## config.mk

```make
export PLATFORM = sky130hd
export DESIGN_NAME = oms_top
export DESIGN_NICKNAME = d
export VERILOG_FILES = /design/src/hdl/oms_pkg.sv /design/src/hdl/oms_if.sv /design/src/hdl/oms_sync.sv /design/src/hdl/oms_resolve.sv /design/src/hdl/oms_top.sv
export VERILOG_INCLUDE_DIRS = /design/src /design/src/hdl
export SDC_FILE = /design/constraint.sdc
export NUM_CORES = 1
export LEC_CHECK = 0
export ABC_AREA = 1
export BUFFER_PORTS_ARGS = -buffer_cell sky130_fd_sc_hd__buf_2
export CORE_ASPECT_RATIO = 1.4
export CORE_MARGIN = 1
export CORE_UTILIZATION = 46
export CTS_CLUSTER_DIAMETER = 60
export DETAILED_ROUTE_END_ITERATION = 8
export GPL_ROUTABILITY_DRIVEN = 0
export GPL_TIMING_DRIVEN = 0
export PLACE_DENSITY = 0.7
export SLEW_MARGIN = 20
export SYNTH_ARGS = -nofsm -noshare
export SYNTH_HDL_FRONTEND = slang
export SYNTH_SLANG_ARGS = --single-unit
```

## constraint.sdc

```tcl
create_clock -name aclk -period 3.5 [get_ports aclk]
set_input_delay 0.35 -clock aclk [delete_from_list [all_inputs] [get_ports aclk]]
set_output_delay 0.35 -clock aclk [all_outputs]
set_load 0.03 [all_outputs]
```

## src/hdl/oms_defines.svh

```systemverilog
// Offsets, field positions, reset values and setting codes of the mode selector
// Functional notes
// - Panel/external change only when stopped, start off, except in mode 6 and in mode 7 with interlock OFF
// - Panel/external select honoured for modes 0, 6, 7
// - Terminal function 16 routes panel/external select
// - Select ON external; 1 panel; 2 external; 3,4 combined
// - Mode 7: interlock ON follows inputs, else external
// - Priority: mode, interlock, link/ext, link/panel, panel/ext, startup
// - Link selects reach network for modes 0, 2, 6; link/external also in 7
// - Link/panel select ON panel, OFF network
// - Startup 10: mode 2 network, 7 external/panel
// - Link/panel panel choice becomes network if link/external ON
// - Link/panel network choice follows panel/external select
// - Link/external select ON network, OFF external
// - Mode 2 link/external enters panel only when network has no source
// - Network without source becomes panel
// - Link/external external choice: panel/external or link/panel
// - Mode 7 link/external switching needs interlock ON
`ifndef OMS_DEFINES_SVH
`define OMS_DEFINES_SVH

// ****************************************************************
// Register map
// ****************************************************************
`define OMS_ADDR_CFG 8'h00
`define OMS_ADDR_STATUS 8'h04
`define OMS_ADDR_FUNC0 8'h08
`define OMS_ADDR_FUNC6 8'h20
`define OMS_NUM_TERM 7

// ****************************************************************
// Configuration fields and reset values
// ****************************************************************
`define OMS_CFG_MODE_LSB 0
`define OMS_CFG_START_LSB 8
`define OMS_CFG_SRC_LSB 16
`define OMS_MODE_RST 3'h0
`define OMS_START_RST 4'h0
`define OMS_SRC_RST 2'h0
`define OMS_FUNC_RST 8'h00

// ****************************************************************
// Setting codes
// ****************************************************************
`define OMS_MODE_ANY 3'h0
`define OMS_MODE_PANEL 3'h1
`define OMS_MODE_EXT 3'h2
`define OMS_MODE_COMB3 3'h3
`define OMS_MODE_COMB4 3'h4
`define OMS_MODE_SWITCH 3'h6
`define OMS_MODE_ILOCK 3'h7
`define OMS_START_FOLLOW 4'h0
`define OMS_START_NET 4'h1
`define OMS_START_PNL 4'hA
`define OMS_SRC_OPTION 2'h0
`define OMS_FUNC_ILOCK 8'h0C
`define OMS_FUNC_PANEL_EXT 8'h10
`define OMS_FUNC_OSTOP 8'h18
`define OMS_FUNC_LINK_PANEL 8'h41
`define OMS_FUNC_LINK_EXT 8'h42

`define OMS_RESP_OKAY 2'h0
`define OMS_RESP_SLVERR 2'h2

`endif

```

## src/hdl/oms_pkg.sv

```systemverilog
// Types shared by the mode selector modules
package oms_pkg;
	typedef enum logic [1:0] {OMS_EXTERNAL, OMS_PANEL, OMS_NETWORK, OMS_COMBINED} oms_mode_e;
endpackage : oms_pkg

```

## src/hdl/oms_if.sv

```systemverilog
// Decision inputs and result passed between the top and the resolver
`timescale 1ns/10ps
interface oms_if import oms_pkg::*; ();
	logic [2:0] mode_sel;
	logic [3:0] startup;
	logic net_ok;
	logic ilock_on;
	logic lext_asg;
	logic lext;
	logic lpnl_asg;
	logic lpnl;
	logic pext_asg;
	logic pext;
	oms_mode_e target;
	logic run_ok;
	modport top (output mode_sel, startup, net_ok, ilock_on, lext_asg, lext, lpnl_asg,
		lpnl, pext_asg, pext, input target, run_ok);
	modport res (input mode_sel, startup, net_ok, ilock_on, lext_asg, lext, lpnl_asg,
		lpnl, pext_asg, pext, output target, run_ok);
endinterface : oms_if

```

## src/hdl/oms_sync.sv

```systemverilog
// Two-flop synchroniser for pin inputs
`timescale 1ns/10ps
module oms_sync #(
	parameter int W = 1
) (
	input wire logic aclk,
	input wire logic aresetn,
	input wire logic [W-1:0] d,
	output logic [W-1:0] q
);
	logic [W-1:0] meta_r;

	always_ff @(posedge aclk) begin
		if (!aresetn) begin
			meta_r <= '0;
			q <= '0;
		end else begin
			meta_r <= d;
			q <= meta_r;
		end
	end
endmodule : oms_sync

```

## src/hdl/oms_resolve.sv

```systemverilog
// Priority resolver for the operation mode
`timescale 1ns/10ps
`include "oms_defines.svh"
module oms_resolve import oms_pkg::*; (
	oms_if.res bus
);
	// ****************************************************************
	// Helpers
	// ****************************************************************
	wire logic [2:0] m = bus.mode_sel;
	wire logic st_pnl = (bus.startup == `OMS_START_PNL);
	wire logic st_net = (bus.startup == `OMS_START_NET);
	wire oms_mode_e net_or_pnl = bus.net_ok ? OMS_NETWORK : OMS_PANEL;
	wire logic pext_ok = (m == `OMS_MODE_ANY) || (m == `OMS_MODE_SWITCH)
		|| (m == `OMS_MODE_ILOCK);
	wire logic link_ok = (m == `OMS_MODE_ANY) || (m == `OMS_MODE_EXT)
		|| (m == `OMS_MODE_SWITCH) || (m == `OMS_MODE_ILOCK);
	wire logic lext_cfg = bus.lext_asg && !st_pnl && link_ok;
	wire logic lpnl_cfg = bus.lpnl_asg && st_pnl && link_ok;
	// Panel/external select result, external when unassigned
	wire oms_mode_e pext_mode = (bus.pext_asg && !bus.pext) ? OMS_PANEL : OMS_EXTERNAL;
	// Startup default when no selecting input is assigned
	wire logic start_net = (m == `OMS_MODE_ILOCK) ? st_net : (st_net || st_pnl);

	always_comb begin
		bus.target = OMS_EXTERNAL;
		bus.run_ok = (m == `OMS_MODE_SWITCH);
		// Setting first, then interlock, then link inputs, then panel/external, startup last
		case (m)
			`OMS_MODE_PANEL: bus.target = OMS_PANEL;
			`OMS_MODE_COMB3, `OMS_MODE_COMB4: bus.target = OMS_COMBINED;
			`OMS_MODE_ANY, `OMS_MODE_EXT, `OMS_MODE_SWITCH, `OMS_MODE_ILOCK: begin
				if ((m == `OMS_MODE_ILOCK) && !bus.ilock_on) begin
					bus.target = OMS_EXTERNAL;
					bus.run_ok = 1'b1;
				end else if (lext_cfg) begin
					if (bus.lext) begin
						bus.target = net_or_pnl;
					end else if (m == `OMS_MODE_EXT) begin
						bus.target = OMS_EXTERNAL;
					end else if (bus.lpnl_asg) begin
						bus.target = bus.lpnl ? OMS_PANEL : net_or_pnl;
					end else begin
						bus.target = pext_mode;
					end
				end else if (lpnl_cfg && (m == `OMS_MODE_EXT)) begin
					bus.target = net_or_pnl;
				end else if (lpnl_cfg && (m == `OMS_MODE_ILOCK)) begin
					bus.target = pext_mode;
				end else if (lpnl_cfg) begin
					if (bus.lpnl) begin
						bus.target = (bus.lext_asg && bus.lext) ? net_or_pnl : OMS_PANEL;
					end else if (bus.pext_asg) begin
						bus.target = pext_mode;
					end else begin
						bus.target = net_or_pnl;
					end
				end else if (bus.pext_asg && pext_ok) begin
					bus.target = pext_mode;
				end else if (start_net && (m != `OMS_MODE_EXT || !st_pnl)) begin
					bus.target = net_or_pnl;
				end else if (st_pnl && (m == `OMS_MODE_EXT)) begin
					bus.target = net_or_pnl;
				end else begin
					bus.target = OMS_EXTERNAL;
				end
			end
			default: bus.target = OMS_EXTERNAL;
		endcase
	end
endmodule : oms_resolve

```

## src/hdl/oms_top.sv

```systemverilog
// Operation mode selector with AXI4-Lite register access
`timescale 1ns/10ps
`include "oms_defines.svh"
module oms_top import oms_pkg::*; (
	input wire logic aclk,
	input wire logic aresetn,
	input wire logic [7:0] s_axi_awaddr,
	input wire logic [2:0] s_axi_awprot,
	input wire logic s_axi_awvalid,
	output logic s_axi_awready,
	input wire logic [31:0] s_axi_wdata,
	input wire logic [3:0] s_axi_wstrb,
	input wire logic s_axi_wvalid,
	output logic s_axi_wready,
	output logic [1:0] s_axi_bresp,
	output logic s_axi_bvalid,
	input wire logic s_axi_bready,
	input wire logic [7:0] s_axi_araddr,
	input wire logic [2:0] s_axi_arprot,
	input wire logic s_axi_arvalid,
	output logic s_axi_arready,
	output logic [31:0] s_axi_rdata,
	output logic [1:0] s_axi_rresp,
	output logic s_axi_rvalid,
	input wire logic s_axi_rready,
	input wire logic [6:0] terminal_in,
	input wire logic motor_stopped,
	input wire logic start_cmd,
	input wire logic comms_option_fitted,
	output logic [1:0] op_mode,
	output logic output_stop,
	output logic change_pending
);
	// ****************************************************************
	// Pin synchronisers
	// ****************************************************************
	logic [6:0] term_s;
	logic [2:0] misc_s;

	oms_sync #(.W(7)) u_sync_term (
		.aclk(aclk),
		.aresetn(aresetn),
		.d(terminal_in),
		.q(term_s)
	);

	oms_sync #(.W(3)) u_sync_misc (
		.aclk(aclk),
		.aresetn(aresetn),
		.d({comms_option_fitted, start_cmd, motor_stopped}),
		.q(misc_s)
	);

	wire logic stopped_s = misc_s[0];
	wire logic start_s = misc_s[1];
	wire logic option_s = misc_s[2];

	// ****************************************************************
	// Configuration registers
	// ****************************************************************
	logic [2:0] mode_select_param_r;
	logic [3:0] startup_mode_param_r;
	logic [1:0] link_cmd_source_param_r;
	logic [7:0] func_r [`OMS_NUM_TERM];
	oms_mode_e mode_r;

	// ****************************************************************
	// Terminal function routing
	// ****************************************************************
	logic [6:0] hit_ilock;
	logic [6:0] hit_pext;
	logic [6:0] hit_ostop;
	logic [6:0] hit_lpnl;
	logic [6:0] hit_lext;

	for (genvar i = 0; i < `OMS_NUM_TERM; i++) begin : g_route
		assign hit_ilock[i] = (func_r[i] == `OMS_FUNC_ILOCK);
		assign hit_pext[i] = (func_r[i] == `OMS_FUNC_PANEL_EXT);
		assign hit_ostop[i] = (func_r[i] == `OMS_FUNC_OSTOP);
		assign hit_lpnl[i] = (func_r[i] == `OMS_FUNC_LINK_PANEL);
		assign hit_lext[i] = (func_r[i] == `OMS_FUNC_LINK_EXT);
	end

	wire logic ilock_asg = |hit_ilock;
	wire logic ostop_in = |(hit_ostop & term_s);
	// Without an interlock terminal the output stop input doubles as the interlock
	wire logic ilock_lvl = ilock_asg ? |(hit_ilock & term_s) : ostop_in;
	wire logic mode_ilock = (mode_select_param_r == `OMS_MODE_ILOCK);

	// ****************************************************************
	// Resolver
	// ****************************************************************
	oms_if dec ();

	assign dec.mode_sel = mode_select_param_r;
	assign dec.startup = startup_mode_param_r;
	assign dec.net_ok = (link_cmd_source_param_r != `OMS_SRC_OPTION) || option_s;
	assign dec.ilock_on = ilock_lvl;
	assign dec.lext_asg = |hit_lext;
	assign dec.lext = |(hit_lext & term_s);
	assign dec.lpnl_asg = |hit_lpnl;
	assign dec.lpnl = |(hit_lpnl & term_s);
	assign dec.pext_asg = |hit_pext;
	assign dec.pext = |(hit_pext & term_s);

	oms_resolve u_resolve (
		.bus(dec)
	);

	// ****************************************************************
	// Mode register
	// ****************************************************************
	// A change waits for motor stopped and start off unless running changes are allowed
	wire logic stop_cond = stopped_s && !start_s;
	wire logic want_change = (dec.target != mode_r);
	wire logic do_change = want_change && (stop_cond || dec.run_ok);
	wire oms_mode_e mode_nxt = do_change ? dec.target : mode_r;
	// Mode 7: interlock ON stops the output while external; other modes follow the output stop input
	wire logic ostop_nxt = mode_ilock ? (ilock_lvl && (mode_nxt == OMS_EXTERNAL))
		: ostop_in;

	always_ff @(posedge aclk) begin
		if (!aresetn) begin
			mode_r <= OMS_EXTERNAL;
			output_stop <= 1'b0;
			change_pending <= 1'b0;
		end else begin
			mode_r <= mode_nxt;
			output_stop <= ostop_nxt;
			change_pending <= want_change && !do_change;
		end
	end

	assign op_mode = mode_r;

	// ****************************************************************
	// AXI4-Lite write channel
	// ****************************************************************
	// Address and data are taken together; one write at a time
	wire logic wr_take = s_axi_awvalid && s_axi_wvalid && !s_axi_awready && !s_axi_bvalid;
	wire logic [7:0] wa = {s_axi_awaddr[7:2], 2'b00};
	wire logic wa_cfg = (wa == `OMS_ADDR_CFG);
	wire logic wa_func = (wa >= `OMS_ADDR_FUNC0) && (wa <= `OMS_ADDR_FUNC6);
	wire logic [2:0] wa_idx = 3'(wa[7:2] - 6'h02);
	wire logic wa_ok = wa_cfg || (wa == `OMS_ADDR_STATUS) || wa_func;

	always_ff @(posedge aclk) begin
		if (!aresetn) begin
			s_axi_awready <= 1'b0;
			s_axi_wready <= 1'b0;
			s_axi_bvalid <= 1'b0;
			s_axi_bresp <= `OMS_RESP_OKAY;
		end else begin
			s_axi_awready <= wr_take;
			s_axi_wready <= wr_take;
			if (wr_take) begin
				s_axi_bvalid <= 1'b1;
				s_axi_bresp <= wa_ok ? `OMS_RESP_OKAY : `OMS_RESP_SLVERR;
			end else if (s_axi_bready) begin
				s_axi_bvalid <= 1'b0;
			end
		end
	end

	always_ff @(posedge aclk) begin
		if (!aresetn) begin
			mode_select_param_r <= `OMS_MODE_RST;
			startup_mode_param_r <= `OMS_START_RST;
			link_cmd_source_param_r <= `OMS_SRC_RST;
		end else if (wr_take && wa_cfg) begin
			if (s_axi_wstrb[0]) begin
				mode_select_param_r <= s_axi_wdata[`OMS_CFG_MODE_LSB +: 3];
			end
			if (s_axi_wstrb[1]) begin
				startup_mode_param_r <= s_axi_wdata[`OMS_CFG_START_LSB +: 4];
			end
			if (s_axi_wstrb[2]) begin
				link_cmd_source_param_r <= s_axi_wdata[`OMS_CFG_SRC_LSB +: 2];
			end
		end
	end

	for (genvar i = 0; i < `OMS_NUM_TERM; i++) begin : g_func
		always_ff @(posedge aclk) begin
			if (!aresetn) begin
				func_r[i] <= `OMS_FUNC_RST;
			end else if (wr_take && wa_func && (wa_idx == 3'(i)) && s_axi_wstrb[0]) begin
				func_r[i] <= s_axi_wdata[7:0];
			end
		end
	end

	// ****************************************************************
	// AXI4-Lite read channel
	// ****************************************************************
	wire logic rd_take = s_axi_arvalid && !s_axi_arready && !s_axi_rvalid;
	wire logic [7:0] ra = {s_axi_araddr[7:2], 2'b00};
	wire logic ra_func = (ra >= `OMS_ADDR_FUNC0) && (ra <= `OMS_ADDR_FUNC6);
	wire logic [2:0] ra_idx = 3'(ra[7:2] - 6'h02);
	wire logic [31:0] cfg_word = {14'h0000, link_cmd_source_param_r, 4'h0,
		startup_mode_param_r, 5'h00, mode_select_param_r};
	// Status shows the block's own state: mode, stop, pending, stop condition
	wire logic [31:0] status_word = {27'h0000000, stop_cond, change_pending, output_stop,
		mode_r};
	wire logic [31:0] func_word = ra_func ? {24'h000000, func_r[ra_idx]} : 32'h00000000;
	wire logic ra_ok = (ra == `OMS_ADDR_CFG) || (ra == `OMS_ADDR_STATUS) || ra_func;
	wire logic [31:0] rd_word = (ra == `OMS_ADDR_CFG) ? cfg_word
		: (ra == `OMS_ADDR_STATUS) ? status_word : func_word;

	always_ff @(posedge aclk) begin
		if (!aresetn) begin
			s_axi_arready <= 1'b0;
			s_axi_rvalid <= 1'b0;
			s_axi_rdata <= 32'h00000000;
			s_axi_rresp <= `OMS_RESP_OKAY;
		end else begin
			s_axi_arready <= rd_take;
			if (rd_take) begin
				s_axi_rvalid <= 1'b1;
				s_axi_rdata <= rd_word;
				s_axi_rresp <= ra_ok ? `OMS_RESP_OKAY : `OMS_RESP_SLVERR;
			end else if (s_axi_rready) begin
				s_axi_rvalid <= 1'b0;
			end
		end
	end

	// Protection bits carry no meaning for this block
	wire logic prot_unused = ^{s_axi_awprot, s_axi_arprot, s_axi_wdata[31:24],
		s_axi_wstrb[3], s_axi_wdata[23:18], s_axi_wdata[15:12], s_axi_wdata[7:3]};
endmodule : oms_top

```

==> metrics.yaml <==
cts:
  insertion_delay_ns: 0.36
  cts_hold_buf: 0
  cts_tree: "yes"
  cts_resized: 0
  cts_setup_buffers: 0
  cts.clk_slew.worst_paths_ns: 0.08
  cts_buffer_depth: 2
  cts.sinks: 109
  h-tree-depth: 3
  cts_root_buf: "clkbuf_16"
  numCtsBuffers: 9
routing:
  drtPass1Iterations: 6
  drt-vias-per-instance: 5.18
  dr.first_iter.drc_count: 626
  wl_per_cell_um: 15.6
  vias: 5907
  drc_errors: 0
  antenna_left: 0
  wl_um: 17800
finish:
  post-route-cell-area_mm2: 0.00716
  final_common_cell: "nand2_1"
  drive_above_1_share: 0.193
  instances_no_fill: 1141
  antenna_cells: 0
  synthToLayoutAreaGrowth_pct: 15.0
  nets: 1035
  layout_common_cells: "nand2_1, nor2_1, inv_1"
grt:
  antenna_found_initial: 0
  grt_pass1_vias: 5570
  grt_start_max_net_pins: 20
  grt.overflow.total: 0
  grt_usage: 0.264
  grt_pass1_wl_um: 27900
flow_run:
  cap_violations: 0
synth:
  syn-cell-area_mm2: 0.00622
  ys_seq_area_frac: 0.441
  synth_warnings: 0
  ys_seq_elements: 109
  ys_types: 43
  synth_top_flop_cell: "edfxtp_1"
  postSynthAreaPerCell_um2: 7.23
  synth_edf_count: 56
  synthArstFlopShare: 0
  syn_inst: 861
critical_path:
  path_max_fanout: 11
  rr_startpoint: "link_cmd_source_param_r[0]$_SDFFE_PN0P_"
  cp.required_ns: 3.81
  cp.arrival_ns: 3.34
  rrSetupSlack_ns: 1.16
  endpoint_kind: "flop"
  worstSetupStartpointType: "input port"
  reg2reg_to: "change_pending$_SDFF_PN0_"
  worst-r2r-cell-count: 15
  crit_type: "in2reg"
sta:
  clock-skew-final_ns: 0.0168
  report.final.hold_viol_count: 0
  fin_setup_tns_ns: 0
  rsz0062_at_grt: "no"
  min_period_ns: 3.03
  fmax_mhz: 330
  worst_pin_slew_ns: 0.775
  period_share: 0.866
  relSlewSlack: 0.479
  slew_viol_final: 0
  setup-violations-final: 0
floorplan:
  pin_count: 120
  core_area_mm2: 0.0130
  fp.dieW_um: 100
  start_util: 0.479
  rows: 49
  die-area_mm2: 0.0140
  die_h_um: 140
worst_hold_path:
  hold_class: "in2reg"
  hold_path_startpoint: "comms_option_fitted"
  whs_path_depth: 3
  hold_end: "u_sync_misc.meta_r[2]$_SDFF_PN0_"
placement:
  dpl.hpwl_um: 14300
  dpl-instance-area_mm2: 0.00686
  port_buffers: 68
  dp_cells: 1126
power_and_ir_drop:
  peakVddDrop_mv: 0.285
  power_density_mw_per_mm2: 398
  power.static_leakage_uw: 0.00335
run_status:
  outcome: "complete, no violations"
==> metrics by stage <==
stage | setup slack [ns] | utilization | power, uW | hold slack, ns
3_5_place_dp | 0.00745 | 0.528 | 1840 | 0.401
5_1_grt | 0.297 | 0.551 | 2950 | 0.164
4_1_cts | 0.377 | 0.551 | 2850 | 0.165
2_1_floorplan | 1.18 | - | 1710 | 0.390
6_report | 0.471 | 0.551 | 2850 | 0.165
3_3_place_gp | -0.0546 | 0.528 | 1830 | 0.394
==> cell families (layout without fill, tap and decap cells) <==
kind of cell	Yosys count	count (layout)	synth area share
other	1	20	0.000603
buffers and inverters	188	271	0.126
AND/OR/NAND/NOR	427	427	0.309
XOR/XNOR	1	1	0.00141
AO/OA/AOI/OAI	133	133	0.118
flip-flops	109	109	0.441
adder cells (fa/ha/maj)	2	2	0.00402
==> flip-flops by register name (all words and copies together) (netlist names), 3 cells and up <==
register	count
u_sync_term.meta_r	7
dec.startup	4
u_sync_misc.q	3
u_sync_term.q	7
s_axi_rdata	14
func_r	56
u_sync_misc.meta_r	3
dec.mode_sel	3
==> layout make-up <==
type,count,area (um2)
Fill cell,1309,5840
Inverter,147,552
Tap cell,178,223
Sequential cell,109,2740
Clock buffer,11,254
Multi-Input combinational cell,583,2770
Timing Repair Buffer,68,340
Clock inverter,5,48.8
Buffer,40,230
==> Yosys cell counts (all sizes together) (4+ instances only) <==
cell | count | share of area
nand2 | 188 | 0.12
inv | 144 | 0.087
nor2 | 144 | 0.097
o21ai | 64 | 0.051
edfxtp | 56 | 0.27
dfxtp | 53 | 0.17
nand3 | 49 | 0.045
a21oi | 47 | 0.039
buf | 24 | 0.027
clkbuf | 17 | 0.010
nand4 | 16 | 0.016
nor3 | 14 | 0.013
nor4 | 9 | 0.011
a211oi | 6 | 0.0072
o221ai | 4 | 0.0056
or2 | 4 | 0.0040
==> power by group <==
| group | switching (uW) | internal [uW] | total (uW) | leakage (uW) |
|---|---|---|---|---|
| registers | 36.2 | 1390 | 1420 | 0.00102 |
| logic | 278 | 114 | 392 | 0.00218 |
| clock network | 492 | 541 | 1030 | 0.000149 |
| total | 807 | 2040 | 2850 | 0.00335 |
==> worst max path at each step <==
stage	cells after the start	slack (ns)	endpoint	startpoint
after floorplan	12	1.18	s_axi_rdata[7]$_SDFFE_PN0P_	s_axi_araddr[3]
after global placement	13	-0.05	s_axi_rdata[7]$_SDFFE_PN0P_	s_axi_araddr[3]
after detailed placement	13	0.007	s_axi_rdata[7]$_SDFFE_PN0P_	s_axi_araddr[3]
after CTS	13	0.38	s_axi_rdata[7]$_SDFFE_PN0P_	s_axi_araddr[3]
after global routing	12	0.30	s_axi_rdata[7]$_SDFFE_PN0P_	s_axi_araddr[3]
final	12	0.47	s_axi_rdata[7]$_SDFFE_PN0P_	s_axi_araddr[3]
==> routing by layer <==
metal / up-vias / wire [um] / track usage
li1: 2926 / - / -
met1: 2648 / 6830 / 0.300
met2: 257 / 8850 / 0.457
met3: 76 / 997 / 0.0432
met4: 0 / 1120 / 0.160
met5: - / 0 / 0
==> critical path, stage by stage <==
cell	delay, ns
buf_2	0.26
inv_1	0.17
clkbuf_1	0.28
ha_1	0.39
clkbuf_1	0.36
clkbuf_1	0.44
o21ai_0	0.16
a21oi_1	0.40
o32ai_1	0.19
nor3_1	0.18
a21oi_1	0.06
nor2_1	0.08
No activity file was read; power rests on OpenSTA's default activity.
